--- src/verilog/multipin_consts.vh ---
// constants for the multifunction pin control and status block
`ifndef MULTIPIN_CONSTS_VH
`define MULTIPIN_CONSTS_VH

// register indices (byte address is four times the index)
`define MPIN_CFG_FIRST_IDX 16'h0102
`define MPIN_CFG_LAST_IDX 16'h0108
`define MPIN_CMD_VIEW_IDX 16'h0110
`define MPIN_PIN_VIEW_IDX 16'h0111
`define MPIN_CFG_RESET 8'h00

// pin configuration fields
`define MPIN_DIR_BIT 7
`define MPIN_CODE_MSB 6

// pin count and command count
`define MPIN_NUM_PINS 7
`define MPIN_NUM_CMDS 28

// status function codes
`define STAT_LOW 7'h00
`define STAT_HIGH 7'h01
`define STAT_SYSCLK_DIV 7'h02
`define STAT_WDOG 7'h03
`define STAT_PLL_CAL 7'h04
`define STAT_PLL_LOCK 7'h05
`define STAT_PLL_STABLE 7'h06

// control function codes, channel 0
`define CTL_CH0_A_MUTE_T 7'h50
`define CTL_CH0_A_MUTE_C 7'h51
`define CTL_CH0_A_RESET 7'h52
`define CTL_CH0_B_MUTE_T 7'h53
`define CTL_CH0_B_MUTE_C 7'h54
`define CTL_CH0_B_RESET 7'h55
`define CTL_CH0_C_MUTE_T 7'h56
`define CTL_CH0_C_MUTE_C 7'h57
`define CTL_CH0_C_RESET 7'h58
`define CTL_CH0_MUTE_ALL 7'h59
`define CTL_CH0_RESET_ALL 7'h5A
`define CTL_CH0_NSHOT 7'h5B
// control function codes, channel 1
`define CTL_CH1_PWRDN 7'h60
`define CTL_CH1_FREERUN 7'h61
`define CTL_CH1_HOLDOVER 7'h62
`define CTL_CH1_CLR_HIST 7'h63
`define CTL_CH1_SYNC 7'h64
`define CTL_CH1_PROF0 7'h65
`define CTL_CH1_PROF1 7'h66
`define CTL_CH1_PROF2 7'h67
`define CTL_CH1_A_MUTE_T 7'h70
`define CTL_CH1_A_MUTE_C 7'h71
`define CTL_CH1_A_RESET 7'h72
`define CTL_CH1_B_MUTE_T 7'h73
`define CTL_CH1_B_MUTE_C 7'h74
`define CTL_CH1_B_RESET 7'h75
`define CTL_CH1_MUTE_ALL 7'h76
`define CTL_CH1_RESET_ALL 7'h77

// timing counts in system clock periods
`define SYSCLK_DIV_CYCLES 7'd96
`define SYSCLK_DIV_HALF 7'd48
`define WDOG_STROBE_CYCLES 7'd96

`endif

--- src/verilog/multipin_ctrl.v ---
// multifunction pin control and status logic with apb register access
`timescale 1ns/1ps
`include "multipin_consts.vh"

module multipin_ctrl (
    input wire mclk_i,
    input wire rstn_i,
    // apb slave
    input wire psel_i,
    input wire penable_i,
    input wire pwrite_i,
    input wire [15:0] paddr_i,
    input wire [31:0] pwdata_i,
    input wire [3:0] pstrb_i,
    output wire [31:0] prdata_o,
    output wire pready_o,
    output wire pslverr_o,
    // multifunction pins, three signals each
    input wire [6:0] multifunction_pin_i,
    output wire [6:0] multifunction_pin_o,
    output wire [6:0] multifunction_pin_oe_o,
    // live status sources, same clock
    input wire wdog_expire_i,
    input wire sysclk_pll_cal_i,
    input wire sysclk_pll_lock_i,
    input wire sysclk_pll_stable_i,
    // channel 0 commands
    output wire ch0_pair_a_true_mute_o,
    output wire ch0_pair_a_comp_mute_o,
    output wire ch0_pair_a_reset_o,
    output wire ch0_pair_b_true_mute_o,
    output wire ch0_pair_b_comp_mute_o,
    output wire ch0_pair_b_reset_o,
    output wire ch0_pair_c_true_mute_o,
    output wire ch0_pair_c_comp_mute_o,
    output wire ch0_pair_c_reset_o,
    output wire ch0_mute_all_o,
    output wire ch0_reset_all_o,
    output wire ch0_nshot_req_o,
    // channel 1 commands
    output wire ch1_power_down_o,
    output wire ch1_digital_loop_freerun_o,
    output wire ch1_digital_loop_holdover_o,
    output wire ch1_digital_loop_clr_hist_o,
    output wire ch1_sync_dividers_o,
    output wire ch1_profile_sel0_o,
    output wire ch1_profile_sel1_o,
    output wire ch1_profile_sel2_o,
    output wire ch1_pair_a_true_mute_o,
    output wire ch1_pair_a_comp_mute_o,
    output wire ch1_pair_a_reset_o,
    output wire ch1_pair_b_true_mute_o,
    output wire ch1_pair_b_comp_mute_o,
    output wire ch1_pair_b_reset_o,
    output wire ch1_mute_all_o,
    output wire ch1_reset_all_o
);

    // control code belonging to each command bit
    function [6:0] cmd_code;
        input integer k;
        begin
            case (k)
                0: cmd_code = `CTL_CH0_A_MUTE_T;
                1: cmd_code = `CTL_CH0_A_MUTE_C;
                2: cmd_code = `CTL_CH0_A_RESET;
                3: cmd_code = `CTL_CH0_B_MUTE_T;
                4: cmd_code = `CTL_CH0_B_MUTE_C;
                5: cmd_code = `CTL_CH0_B_RESET;
                6: cmd_code = `CTL_CH0_C_MUTE_T;
                7: cmd_code = `CTL_CH0_C_MUTE_C;
                8: cmd_code = `CTL_CH0_C_RESET;
                9: cmd_code = `CTL_CH0_MUTE_ALL;
                10: cmd_code = `CTL_CH0_RESET_ALL;
                11: cmd_code = `CTL_CH0_NSHOT;
                12: cmd_code = `CTL_CH1_PWRDN;
                13: cmd_code = `CTL_CH1_FREERUN;
                14: cmd_code = `CTL_CH1_HOLDOVER;
                15: cmd_code = `CTL_CH1_CLR_HIST;
                16: cmd_code = `CTL_CH1_SYNC;
                17: cmd_code = `CTL_CH1_PROF0;
                18: cmd_code = `CTL_CH1_PROF1;
                19: cmd_code = `CTL_CH1_PROF2;
                20: cmd_code = `CTL_CH1_A_MUTE_T;
                21: cmd_code = `CTL_CH1_A_MUTE_C;
                22: cmd_code = `CTL_CH1_A_RESET;
                23: cmd_code = `CTL_CH1_B_MUTE_T;
                24: cmd_code = `CTL_CH1_B_MUTE_C;
                25: cmd_code = `CTL_CH1_B_RESET;
                26: cmd_code = `CTL_CH1_MUTE_ALL;
                27: cmd_code = `CTL_CH1_RESET_ALL;
                // unused index never matches a valid code
                default: cmd_code = 7'h7F;
            endcase
        end
    endfunction

    // byte address of a register index
    function [15:0] idx_addr;
        input [15:0] idx;
        begin
            idx_addr = {idx[13:0], 2'b00};
        end
    endfunction

    // configuration bytes, one per pin
    reg [7:0] cfg_q [0:6];
    // three stage pin synchronisers
    reg [6:0] pin_s1_q;
    reg [6:0] pin_s2_q;
    reg [6:0] pin_s3_q;
    // debounced pin level
    reg [6:0] pin_lvl_q;
    // pin drivers
    reg [6:0] pin_out_q;
    reg [6:0] pin_oe_q;
    // command bits toward the clock core
    reg [27:0] cmd_q;
    reg [27:0] cmd_d;
    // divided clock counter and output
    reg [6:0] div_cnt_q;
    reg div_clk_q;
    // watchdog strobe counter
    reg [6:0] wdog_cnt_q;
    // apb answer registers
    reg pready_q;
    reg pslverr_q;
    reg [31:0] prdata_q;
    // read mux next values
    reg [31:0] rdata_d;
    reg hit_d;
    reg [6:0] stat_d;
    // loop indices, none shared between processes so no variable has two drivers
    integer p_sync;
    integer p_dec;
    integer p_drv;
    integer p_cfg;
    integer p_rd;
    integer k;

    // access phase and write strobe
    wire apb_acc = psel_i & penable_i;
    wire apb_wr = apb_acc & pready_q & pwrite_i & pstrb_i[0] & ~pslverr_q;
    wire wdog_strobe = (wdog_cnt_q != 7'd0);

    // pin synchroniser; a level counts once stages two and three agree
    always @(posedge mclk_i or negedge rstn_i) begin
        if (!rstn_i) begin
            pin_s1_q <= 7'h00;
            pin_s2_q <= 7'h00;
            pin_s3_q <= 7'h00;
            pin_lvl_q <= 7'h00;
        end else begin
            pin_s1_q <= multifunction_pin_i;
            pin_s2_q <= pin_s1_q;
            pin_s3_q <= pin_s2_q;
            for (p_sync = 0; p_sync < `MPIN_NUM_PINS; p_sync = p_sync + 1) begin
                if (pin_s2_q[p_sync] == pin_s3_q[p_sync]) begin
                    pin_lvl_q[p_sync] <= pin_s3_q[p_sync];
                end
            end
        end
    end

    // command decode: or of every input pin carrying the code
    always @* begin
        cmd_d = 28'h0000000;
        for (k = 0; k < `MPIN_NUM_CMDS; k = k + 1) begin
            for (p_dec = 0; p_dec < `MPIN_NUM_PINS; p_dec = p_dec + 1) begin
                // pin level stands in for the bit
                if (!cfg_q[p_dec][`MPIN_DIR_BIT] && pin_lvl_q[p_dec] &&
                    cfg_q[p_dec][`MPIN_CODE_MSB:0] == cmd_code(k)) begin
                    cmd_d[k] = 1'b1;
                end
            end
        end
    end

    // command register
    always @(posedge mclk_i or negedge rstn_i) begin
        if (!rstn_i) begin
            cmd_q <= 28'h0000000;
        end else begin
            cmd_q <= cmd_d;
        end
    end

    // divided system clock, free running
    always @(posedge mclk_i or negedge rstn_i) begin
        if (!rstn_i) begin
            div_cnt_q <= 7'd0;
            div_clk_q <= 1'b0;
        end else begin
            // wrap at 96, high for the first half
            if (div_cnt_q == `SYSCLK_DIV_CYCLES - 7'd1) begin
                div_cnt_q <= 7'd0;
            end else begin
                div_cnt_q <= div_cnt_q + 7'd1;
            end
            div_clk_q <= (div_cnt_q < `SYSCLK_DIV_HALF);
        end
    end

    // watchdog strobe stretcher
    always @(posedge mclk_i or negedge rstn_i) begin
        if (!rstn_i) begin
            wdog_cnt_q <= 7'd0;
        end else if (wdog_expire_i) begin
            wdog_cnt_q <= `WDOG_STROBE_CYCLES;
        end else if (wdog_strobe) begin
            wdog_cnt_q <= wdog_cnt_q - 7'd1;
        end
    end

    // pin drivers, live selected status every clock
    always @(posedge mclk_i or negedge rstn_i) begin
        if (!rstn_i) begin
            pin_out_q <= 7'h00;
            pin_oe_q <= 7'h00;
        end else begin
            for (p_drv = 0; p_drv < `MPIN_NUM_PINS; p_drv = p_drv + 1) begin
                pin_oe_q[p_drv] <= cfg_q[p_drv][`MPIN_DIR_BIT];
                // no commit strobe, sampled each clock
                case (cfg_q[p_drv][`MPIN_CODE_MSB:0])
                    `STAT_LOW: pin_out_q[p_drv] <= 1'b0;
                    `STAT_HIGH: pin_out_q[p_drv] <= cfg_q[p_drv][`MPIN_DIR_BIT];
                    `STAT_SYSCLK_DIV: pin_out_q[p_drv] <=
                        cfg_q[p_drv][`MPIN_DIR_BIT] & div_clk_q;
                    `STAT_WDOG: pin_out_q[p_drv] <=
                        cfg_q[p_drv][`MPIN_DIR_BIT] & wdog_strobe;
                    `STAT_PLL_CAL: pin_out_q[p_drv] <=
                        cfg_q[p_drv][`MPIN_DIR_BIT] & sysclk_pll_cal_i;
                    `STAT_PLL_LOCK: pin_out_q[p_drv] <=
                        cfg_q[p_drv][`MPIN_DIR_BIT] & sysclk_pll_lock_i;
                    `STAT_PLL_STABLE: pin_out_q[p_drv] <=
                        cfg_q[p_drv][`MPIN_DIR_BIT] & sysclk_pll_stable_i;
                    // unsupported codes drive low
                    default: pin_out_q[p_drv] <= 1'b0;
                endcase
            end
        end
    end

    // configuration writes
    always @(posedge mclk_i or negedge rstn_i) begin
        if (!rstn_i) begin
            for (p_cfg = 0; p_cfg < `MPIN_NUM_PINS; p_cfg = p_cfg + 1) begin
                cfg_q[p_cfg] <= `MPIN_CFG_RESET;
            end
        end else if (apb_wr) begin
            for (p_cfg = 0; p_cfg < `MPIN_NUM_PINS; p_cfg = p_cfg + 1) begin
                if (paddr_i == idx_addr(`MPIN_CFG_FIRST_IDX + p_cfg[15:0])) begin
                    cfg_q[p_cfg] <= pwdata_i[7:0];
                end
            end
        end
    end

    // read mux and address decode
    always @* begin
        rdata_d = 32'h00000000;
        hit_d = 1'b0;
        stat_d = 7'h00;
        for (p_rd = 0; p_rd < `MPIN_NUM_PINS; p_rd = p_rd + 1) begin
            if (paddr_i == idx_addr(`MPIN_CFG_FIRST_IDX + p_rd[15:0])) begin
                rdata_d = {24'h000000, cfg_q[p_rd]};
                hit_d = 1'b1;
            end
        end
        if (paddr_i == idx_addr(`MPIN_CMD_VIEW_IDX)) begin
            // live command bits, read only
            rdata_d = {4'h0, cmd_q};
            hit_d = !pwrite_i;
        end
        if (paddr_i == idx_addr(`MPIN_PIN_VIEW_IDX)) begin
            // debounced pin levels and driven values, read only
            stat_d = pin_lvl_q;
            rdata_d = {9'h000, pin_oe_q, 1'b0, pin_out_q, 1'b0, stat_d};
            hit_d = !pwrite_i;
        end
    end

    // apb answer: one wait state, error on unmapped or read only write
    always @(posedge mclk_i or negedge rstn_i) begin
        if (!rstn_i) begin
            pready_q <= 1'b0;
            pslverr_q <= 1'b0;
            prdata_q <= 32'h00000000;
        end else if (apb_acc && !pready_q) begin
            pready_q <= 1'b1;
            pslverr_q <= ~hit_d;
            prdata_q <= (hit_d && !pwrite_i) ? rdata_d : 32'h00000000;
        end else begin
            pready_q <= 1'b0;
            pslverr_q <= 1'b0;
            prdata_q <= 32'h00000000;
        end
    end

    // outputs straight from flops
    assign prdata_o = prdata_q;
    assign pready_o = pready_q;
    assign pslverr_o = pslverr_q;
    assign multifunction_pin_o = pin_out_q;
    assign multifunction_pin_oe_o = pin_oe_q;
    assign ch0_pair_a_true_mute_o = cmd_q[0];
    assign ch0_pair_a_comp_mute_o = cmd_q[1];
    assign ch0_pair_a_reset_o = cmd_q[2];
    assign ch0_pair_b_true_mute_o = cmd_q[3];
    assign ch0_pair_b_comp_mute_o = cmd_q[4];
    assign ch0_pair_b_reset_o = cmd_q[5];
    assign ch0_pair_c_true_mute_o = cmd_q[6];
    assign ch0_pair_c_comp_mute_o = cmd_q[7];
    assign ch0_pair_c_reset_o = cmd_q[8];
    assign ch0_mute_all_o = cmd_q[9];
    assign ch0_reset_all_o = cmd_q[10];
    assign ch0_nshot_req_o = cmd_q[11];
    assign ch1_power_down_o = cmd_q[12];
    assign ch1_digital_loop_freerun_o = cmd_q[13];
    assign ch1_digital_loop_holdover_o = cmd_q[14];
    assign ch1_digital_loop_clr_hist_o = cmd_q[15];
    assign ch1_sync_dividers_o = cmd_q[16];
    assign ch1_profile_sel0_o = cmd_q[17];
    assign ch1_profile_sel1_o = cmd_q[18];
    assign ch1_profile_sel2_o = cmd_q[19];
    assign ch1_pair_a_true_mute_o = cmd_q[20];
    assign ch1_pair_a_comp_mute_o = cmd_q[21];
    assign ch1_pair_a_reset_o = cmd_q[22];
    assign ch1_pair_b_true_mute_o = cmd_q[23];
    assign ch1_pair_b_comp_mute_o = cmd_q[24];
    assign ch1_pair_b_reset_o = cmd_q[25];
    assign ch1_mute_all_o = cmd_q[26];
    assign ch1_reset_all_o = cmd_q[27];

endmodule

--- config.mk ---
export PLATFORM = sky130hd
export DESIGN_NAME = multipin_ctrl
export DESIGN_NICKNAME = d
export VERILOG_FILES = /design/src/verilog/multipin_ctrl.v
export VERILOG_INCLUDE_DIRS = /design/src /design/src/verilog
export SDC_FILE = /design/constraint.sdc
export NUM_CORES = 1
export LEC_CHECK = 0
export BUFFER_PORTS_ARGS = -buffer_cell sky130_fd_sc_hd__buf_2
export CORE_ASPECT_RATIO = 1.1
export CORE_MARGIN = 3
export CORE_UTILIZATION = 53
export CTS_BUF_LIST = sky130_fd_sc_hd__clkbuf_4 sky130_fd_sc_hd__clkbuf_8
export DETAILED_ROUTE_END_ITERATION = 8
export PLACE_DENSITY_LB_ADDON = 0.25
export SYNTH_ARGS = -nofsm -noshare
export SYNTH_HDL_FRONTEND = slang
export SYNTH_SLANG_ARGS = --single-unit
--- constraint.sdc ---
create_clock -name mclk_i -period 2.2 [get_ports mclk_i]
set_input_delay 0.22 -clock mclk_i [delete_from_list [all_inputs] [get_ports mclk_i]]
set_output_delay 0.22 -clock mclk_i [all_outputs]
set_load 0.01 [all_outputs]
Word-level counts from Yosys, hierarchy flattened:

Index checks and enable logic that the tools add are counted.

* add/subtract/negate cells: 2
* order comparisons: 1
* equality and inequality tests: 255
* mux-type cells: 228
* bitwise operators: 42
* reduce and logical (&&, ||, !) cells: 223

Operators with widths (number)
* $eq A7 B7 Y1 const B: 197
* $mux W32: 10
* $mux W1: 207
* $logic_and A1 B1 Y1: 205
* $eq A7 B3 Y1 const B: 21
* $eq A16 B11 Y1 const B: 9
* $eq A7 B2 Y1 const B: 14
* $eq A7 B1 Y1 const B: 7
* $pmux W1 S6: 7
* $and A1 B1 Y1: 40
* $mux W7: 3
* $reduce_and A2 Y1: 7
* $logic_not A1 Y1: 9
* $mux W8: 1
* $add A7 B1 Y7 const B: 1
* $eq A1 B1 Y1: 7
* $lt A7 B6 Y1 const B: 1
* $reduce_bool A7 Y1: 1
* $sub A7 B1 Y7 const B: 1
* $not A1 Y1: 2
* $reduce_bool A2 Y1: 1

* bits in registers: 175
* bits of input ports: 68
* output and inout bits: 76
* word-level logic and storage cells: 777

Depth between registers and ports, before layout:

* word-level depth: 13
* depth in mapped cells: 8
* depth with buffers taken out: 6

Worst setup path before layout:

Ideal clock, no wire load.

* path kind: reg-to-reg
* start point: register pready_q, in the netlist pready_o
* end point: register cfg_q[24] in the netlist's numbering
* library setup time: 125 ps
* data arrival time: 2056 ps
* setup slack: 19 ps
* cell stages (with the launch flop): 8
* period minus slack after synthesis: 2181 ps
* cells stage by stage: dfrtp_1 -> nand2_1 -> or4b_1 -> buf_2 -> or2_1 -> buf_2 -> nor3_4 -> mux2_2

* word-level cells in the longest chain between the ends: 5

Ends and longest elaborated chain
* from (decl): line multipin_ctrl.v:126 `reg pready_q;`
* from (signal assigned): line multipin_ctrl.v:286 `pready_q <= 1'b0;`
* from (signal assigned): line multipin_ctrl.v:290 `pready_q <= 1'b1;`
* from (signal assigned): line multipin_ctrl.v:294 `pready_q <= 1'b0;`
* $and A1 B1 Y1 (4 in series): line multipin_ctrl.v:143 `wire apb_wr = apb_acc & pready_q & pwrite_i & pstrb_i[0] & ~pslverr_q;`
* $reduce_and A2 Y1 (no line)
* to (signal, indexed assignment): line multipin_ctrl.v:248 `` cfg_q[p_cfg] <= `MPIN_CFG_RESET; ``
* to (signal, indexed assignment): line multipin_ctrl.v:253 `cfg_q[p_cfg] <= pwdata_i[7:0];`
* to (decl): line multipin_ctrl.v:107 `reg [7:0] cfg_q [0:6];`

No other way between the ends.
A chain may end at the register's enable or synchronous reset.

Worst setup path after layout:

* start point: register pslverr_q, in the netlist pslverr_o
* end point: register cfg_q[53] in the netlist's numbering

* word-level cells in the longest chain between the ends: 3

Ends and longest elaborated chain
* from (decl): line multipin_ctrl.v:127 `reg pslverr_q;`
* from (signal assigned): line multipin_ctrl.v:291 `pslverr_q <= ~hit_d;`
* $not A1 Y1: line multipin_ctrl.v:143
* $and A1 B1 Y1: line multipin_ctrl.v:143
* $reduce_and A2 Y1 (no line)

No other way between the ends.

==> impl_metrics.toml <==
[setup_path]
rr_endpoint = "cfg_q[53]$_DFFE_PN0P_"
ff2ff_setup_slack_ns = 0.07
cp-start-kind = "flop"
crit_path_end = "cfg_q[53]$_DFFE_PN0P_"
worstRegToRegCells = 5
crit_fanout = 8
arrival_ns = 2.50
crit_path_end_kind = "flop"
startpoint = "pslverr_o$_DFF_PN0_"
crit_type = "reg2reg"
cp_data_required_time_ns = 2.57
regToRegStartpoint = "pslverr_o$_DFF_PN0_"

[timing]
setup_slack_ns = 0.0731
fmax_mhz = 470
fin_crit_sh = 0.967
drv_slew = 0
hold_violations = 0
rsz0062_at_grt = "no"
setup_viol = 0
tightest_slew_ns = 0.649
finalCriticalPeriod_ns = 2.13
tns_ns = 0
slew_headroom = 0.561
finClkSkew_ns = 0.0213

[cells_and_area]
fill_cells = 1314
area_growth_pct = 22.3
drive_gt1_frac = 0.306
antenna_cells = 0
final_util = 0.665
nets = 1165

[hold_path]
hp-start = "pwrite_i"
hp-class = "in2reg"

[yosys]
async_flop_share = 1.00
yosys-top-cells-count = "dfrtp_1, nor2_1, nand2_1"
ys_seq_area_frac = 0.477
netlist_area_mm2 = 0.00897
ys_ff_latch = 171
yosysTopAreaCell = "dfrtp_1"
yosys_warnings = 0
synth.most_common_cell = "dfrtp_1"
synth_top_flop_cell = "dfrtp_1"
synthTopCellsByArea = "dfrtp_1, mux2_2, nor2_1"
synth_top_area_share = 0.477
synthCells = 888
synthDistinctLibCells = 69
synth_edf_count = 0
syn_avg_cell_area_um2 = 10.1

[clocking]
numClockSinks = 171
clock_latency_ns = 0.49
cts_buffer_depth = 2
cts_tree = "built"
cts_setup_buffers = 0
cts_buffers = 17
root_buffer = "clkbuf_8"
clkTransAtPathRegs_ns = 0.11
h-tree-depth = 4

[drt]
vias = 8807
dr.pass1.iters = 8
routed_wirelength_um = 35000
drc_errors = 0
via_per_inst = 6.72
wl_per_cell_um = 26.7
ant_nets = 0
drtIter0Drc = 1318

[placement]
pre_cts_ws_ns = -0.0108
place_congestion = 1.11
dpl.hpwl_um = 27200
portBuffers = 112

[global_routing]
antenna_found_initial = 2
grt_pass1_wl_um = 52300
grt_usage = 0.384
grt.overflow.total = 0
grt_pass1_vias = 8487
grt_max_degree = 54

[pwr]
powerDensity_mw_per_mm2 = 540
power_w = 0.00592
leakagePower_nw = 4.99
ir_drop_mv = 0.476

[run]
drv_cap = 0

[floorplan]
core_mm2 = 0.0165
die_h_um = 142
ios = 144
die_x_um = 130
start_util = 0.544
fp-row-count = 49
dieArea_mm2 = 0.0185

[run_status]
status = "complete, no violations"
## critical path, stage by stage (launching register included)
cell and delay (ns):
dfrtp_1 0.39, or4b_1 0.61, buf_4 0.19, or3_1 0.34
buf_4 0.20, mux2_2 0.29
## power breakdown
group	switching [W]	internal, W
Sequential	0.0000491	0.00319
Combinational	0.000283	0.000171
Clock	0.00134	0.000879
## cell usage in the layout (no fill, tap or decap), drive strengths merged, types with 13 or more instances in the layout
cell type and count:
a21oi 29, a22oi 27, buf 224, clkbuf 18
dfrtp 171, inv 14, mux2 61, mux2i 17
nand2 63, nand2b 15, nand3 30, nand3b 15
nand4 14, nor2 95, nor2b 20, nor3 28
nor4 13, o21ai 15, o22ai 36
## cells by family after synthesis
| family | synth area share |
|---|---|
| AOI/OAI and AO/OA | 0.150 |
| xor gates and xnor gates | 0.00586 |
| adders and majority gates | 0.0120 |
| buffers and inverters | 0.0273 |
| DFF | 0.477 |
| muxes | 0.0955 |
| other | 0.000418 |
| and+or+nand+nor | 0.232 |
## layout make-up
class / count / area (µm²) / area share
multi-input combinational: 662 / 4470 / 0.407
sequential: 171 / 4280 / 0.390
timing repair buffer: 233 / 1540 / 0.140
tap: 204 / 255 / 0.0233
clock buffer: 18 / 248 / 0.0226
clock inverter: 14 / 154 / 0.0140
inverter: 9 / 33.8 / 0.00308
## through the flow
| step | hold WS [ns] | cells | instance area (µm²) |
|---|---|---|---|
| global placement | 0.201 | 1270 | 10500 |
| floorplan | -0.0756 | 891 | 8980 |
| finish | 0.0422 | 1311 | 11000 |
| global route | 0.0813 | 1311 | 11000 |
| detailed placement | 0.204 | 1270 | 10500 |
| CTS | 0.0441 | 1311 | 11000 |
## worst min path at each step
stage	end	slack, ns	depth (start not counted)
after detailed placement	prdata_o[22]$_DFF_PN0_	0.20	1
final	pslverr_o$_DFF_PN0_	0.04	3
after CTS	pslverr_o$_DFF_PN0_	0.04	3
after floorplan	cfg_q[0]$_DFFE_PN0P_	-0.08	0
after global routing	pslverr_o$_DFF_PN0_	0.08	3
after global placement	prdata_o[20]$_DFF_PN0_	0.20	1
## layer usage
layer  share of wire  wire [µm]  GRT usage  vias up
met5         0.00077         27          0        -
met4           0.064       2240      0.224        4
met3            0.10       3550     0.0848      158
met2            0.44      15400      0.568      636
met1            0.39      13700      0.518     4254
li1                -          -          -     3755
## registers in the layout, indices dropped and copies added (netlist names)
register                cells
multifunction_pin_o         7
prdata_o                   28
wdog_cnt_q                  7
div_clk_q                   1
div_cnt_q                   7
pready_o                    1
multifunction_pin_oe_o      7
pin_s3_q                    7
pin_s2_q                    7
cmd_q                      28
pin_lvl_q                   7
pin_s1_q                    7
pslverr_o                   1
cfg_q                      56
## what timing repair did
action                                  CTS  global route
hold buffers                              9             0
endpoints found under the hold margin    60             0
endpoints found under the setup margin    0            11
gates resized for setup                   0             1
No activity file was read; power rests on OpenSTA's default activity.
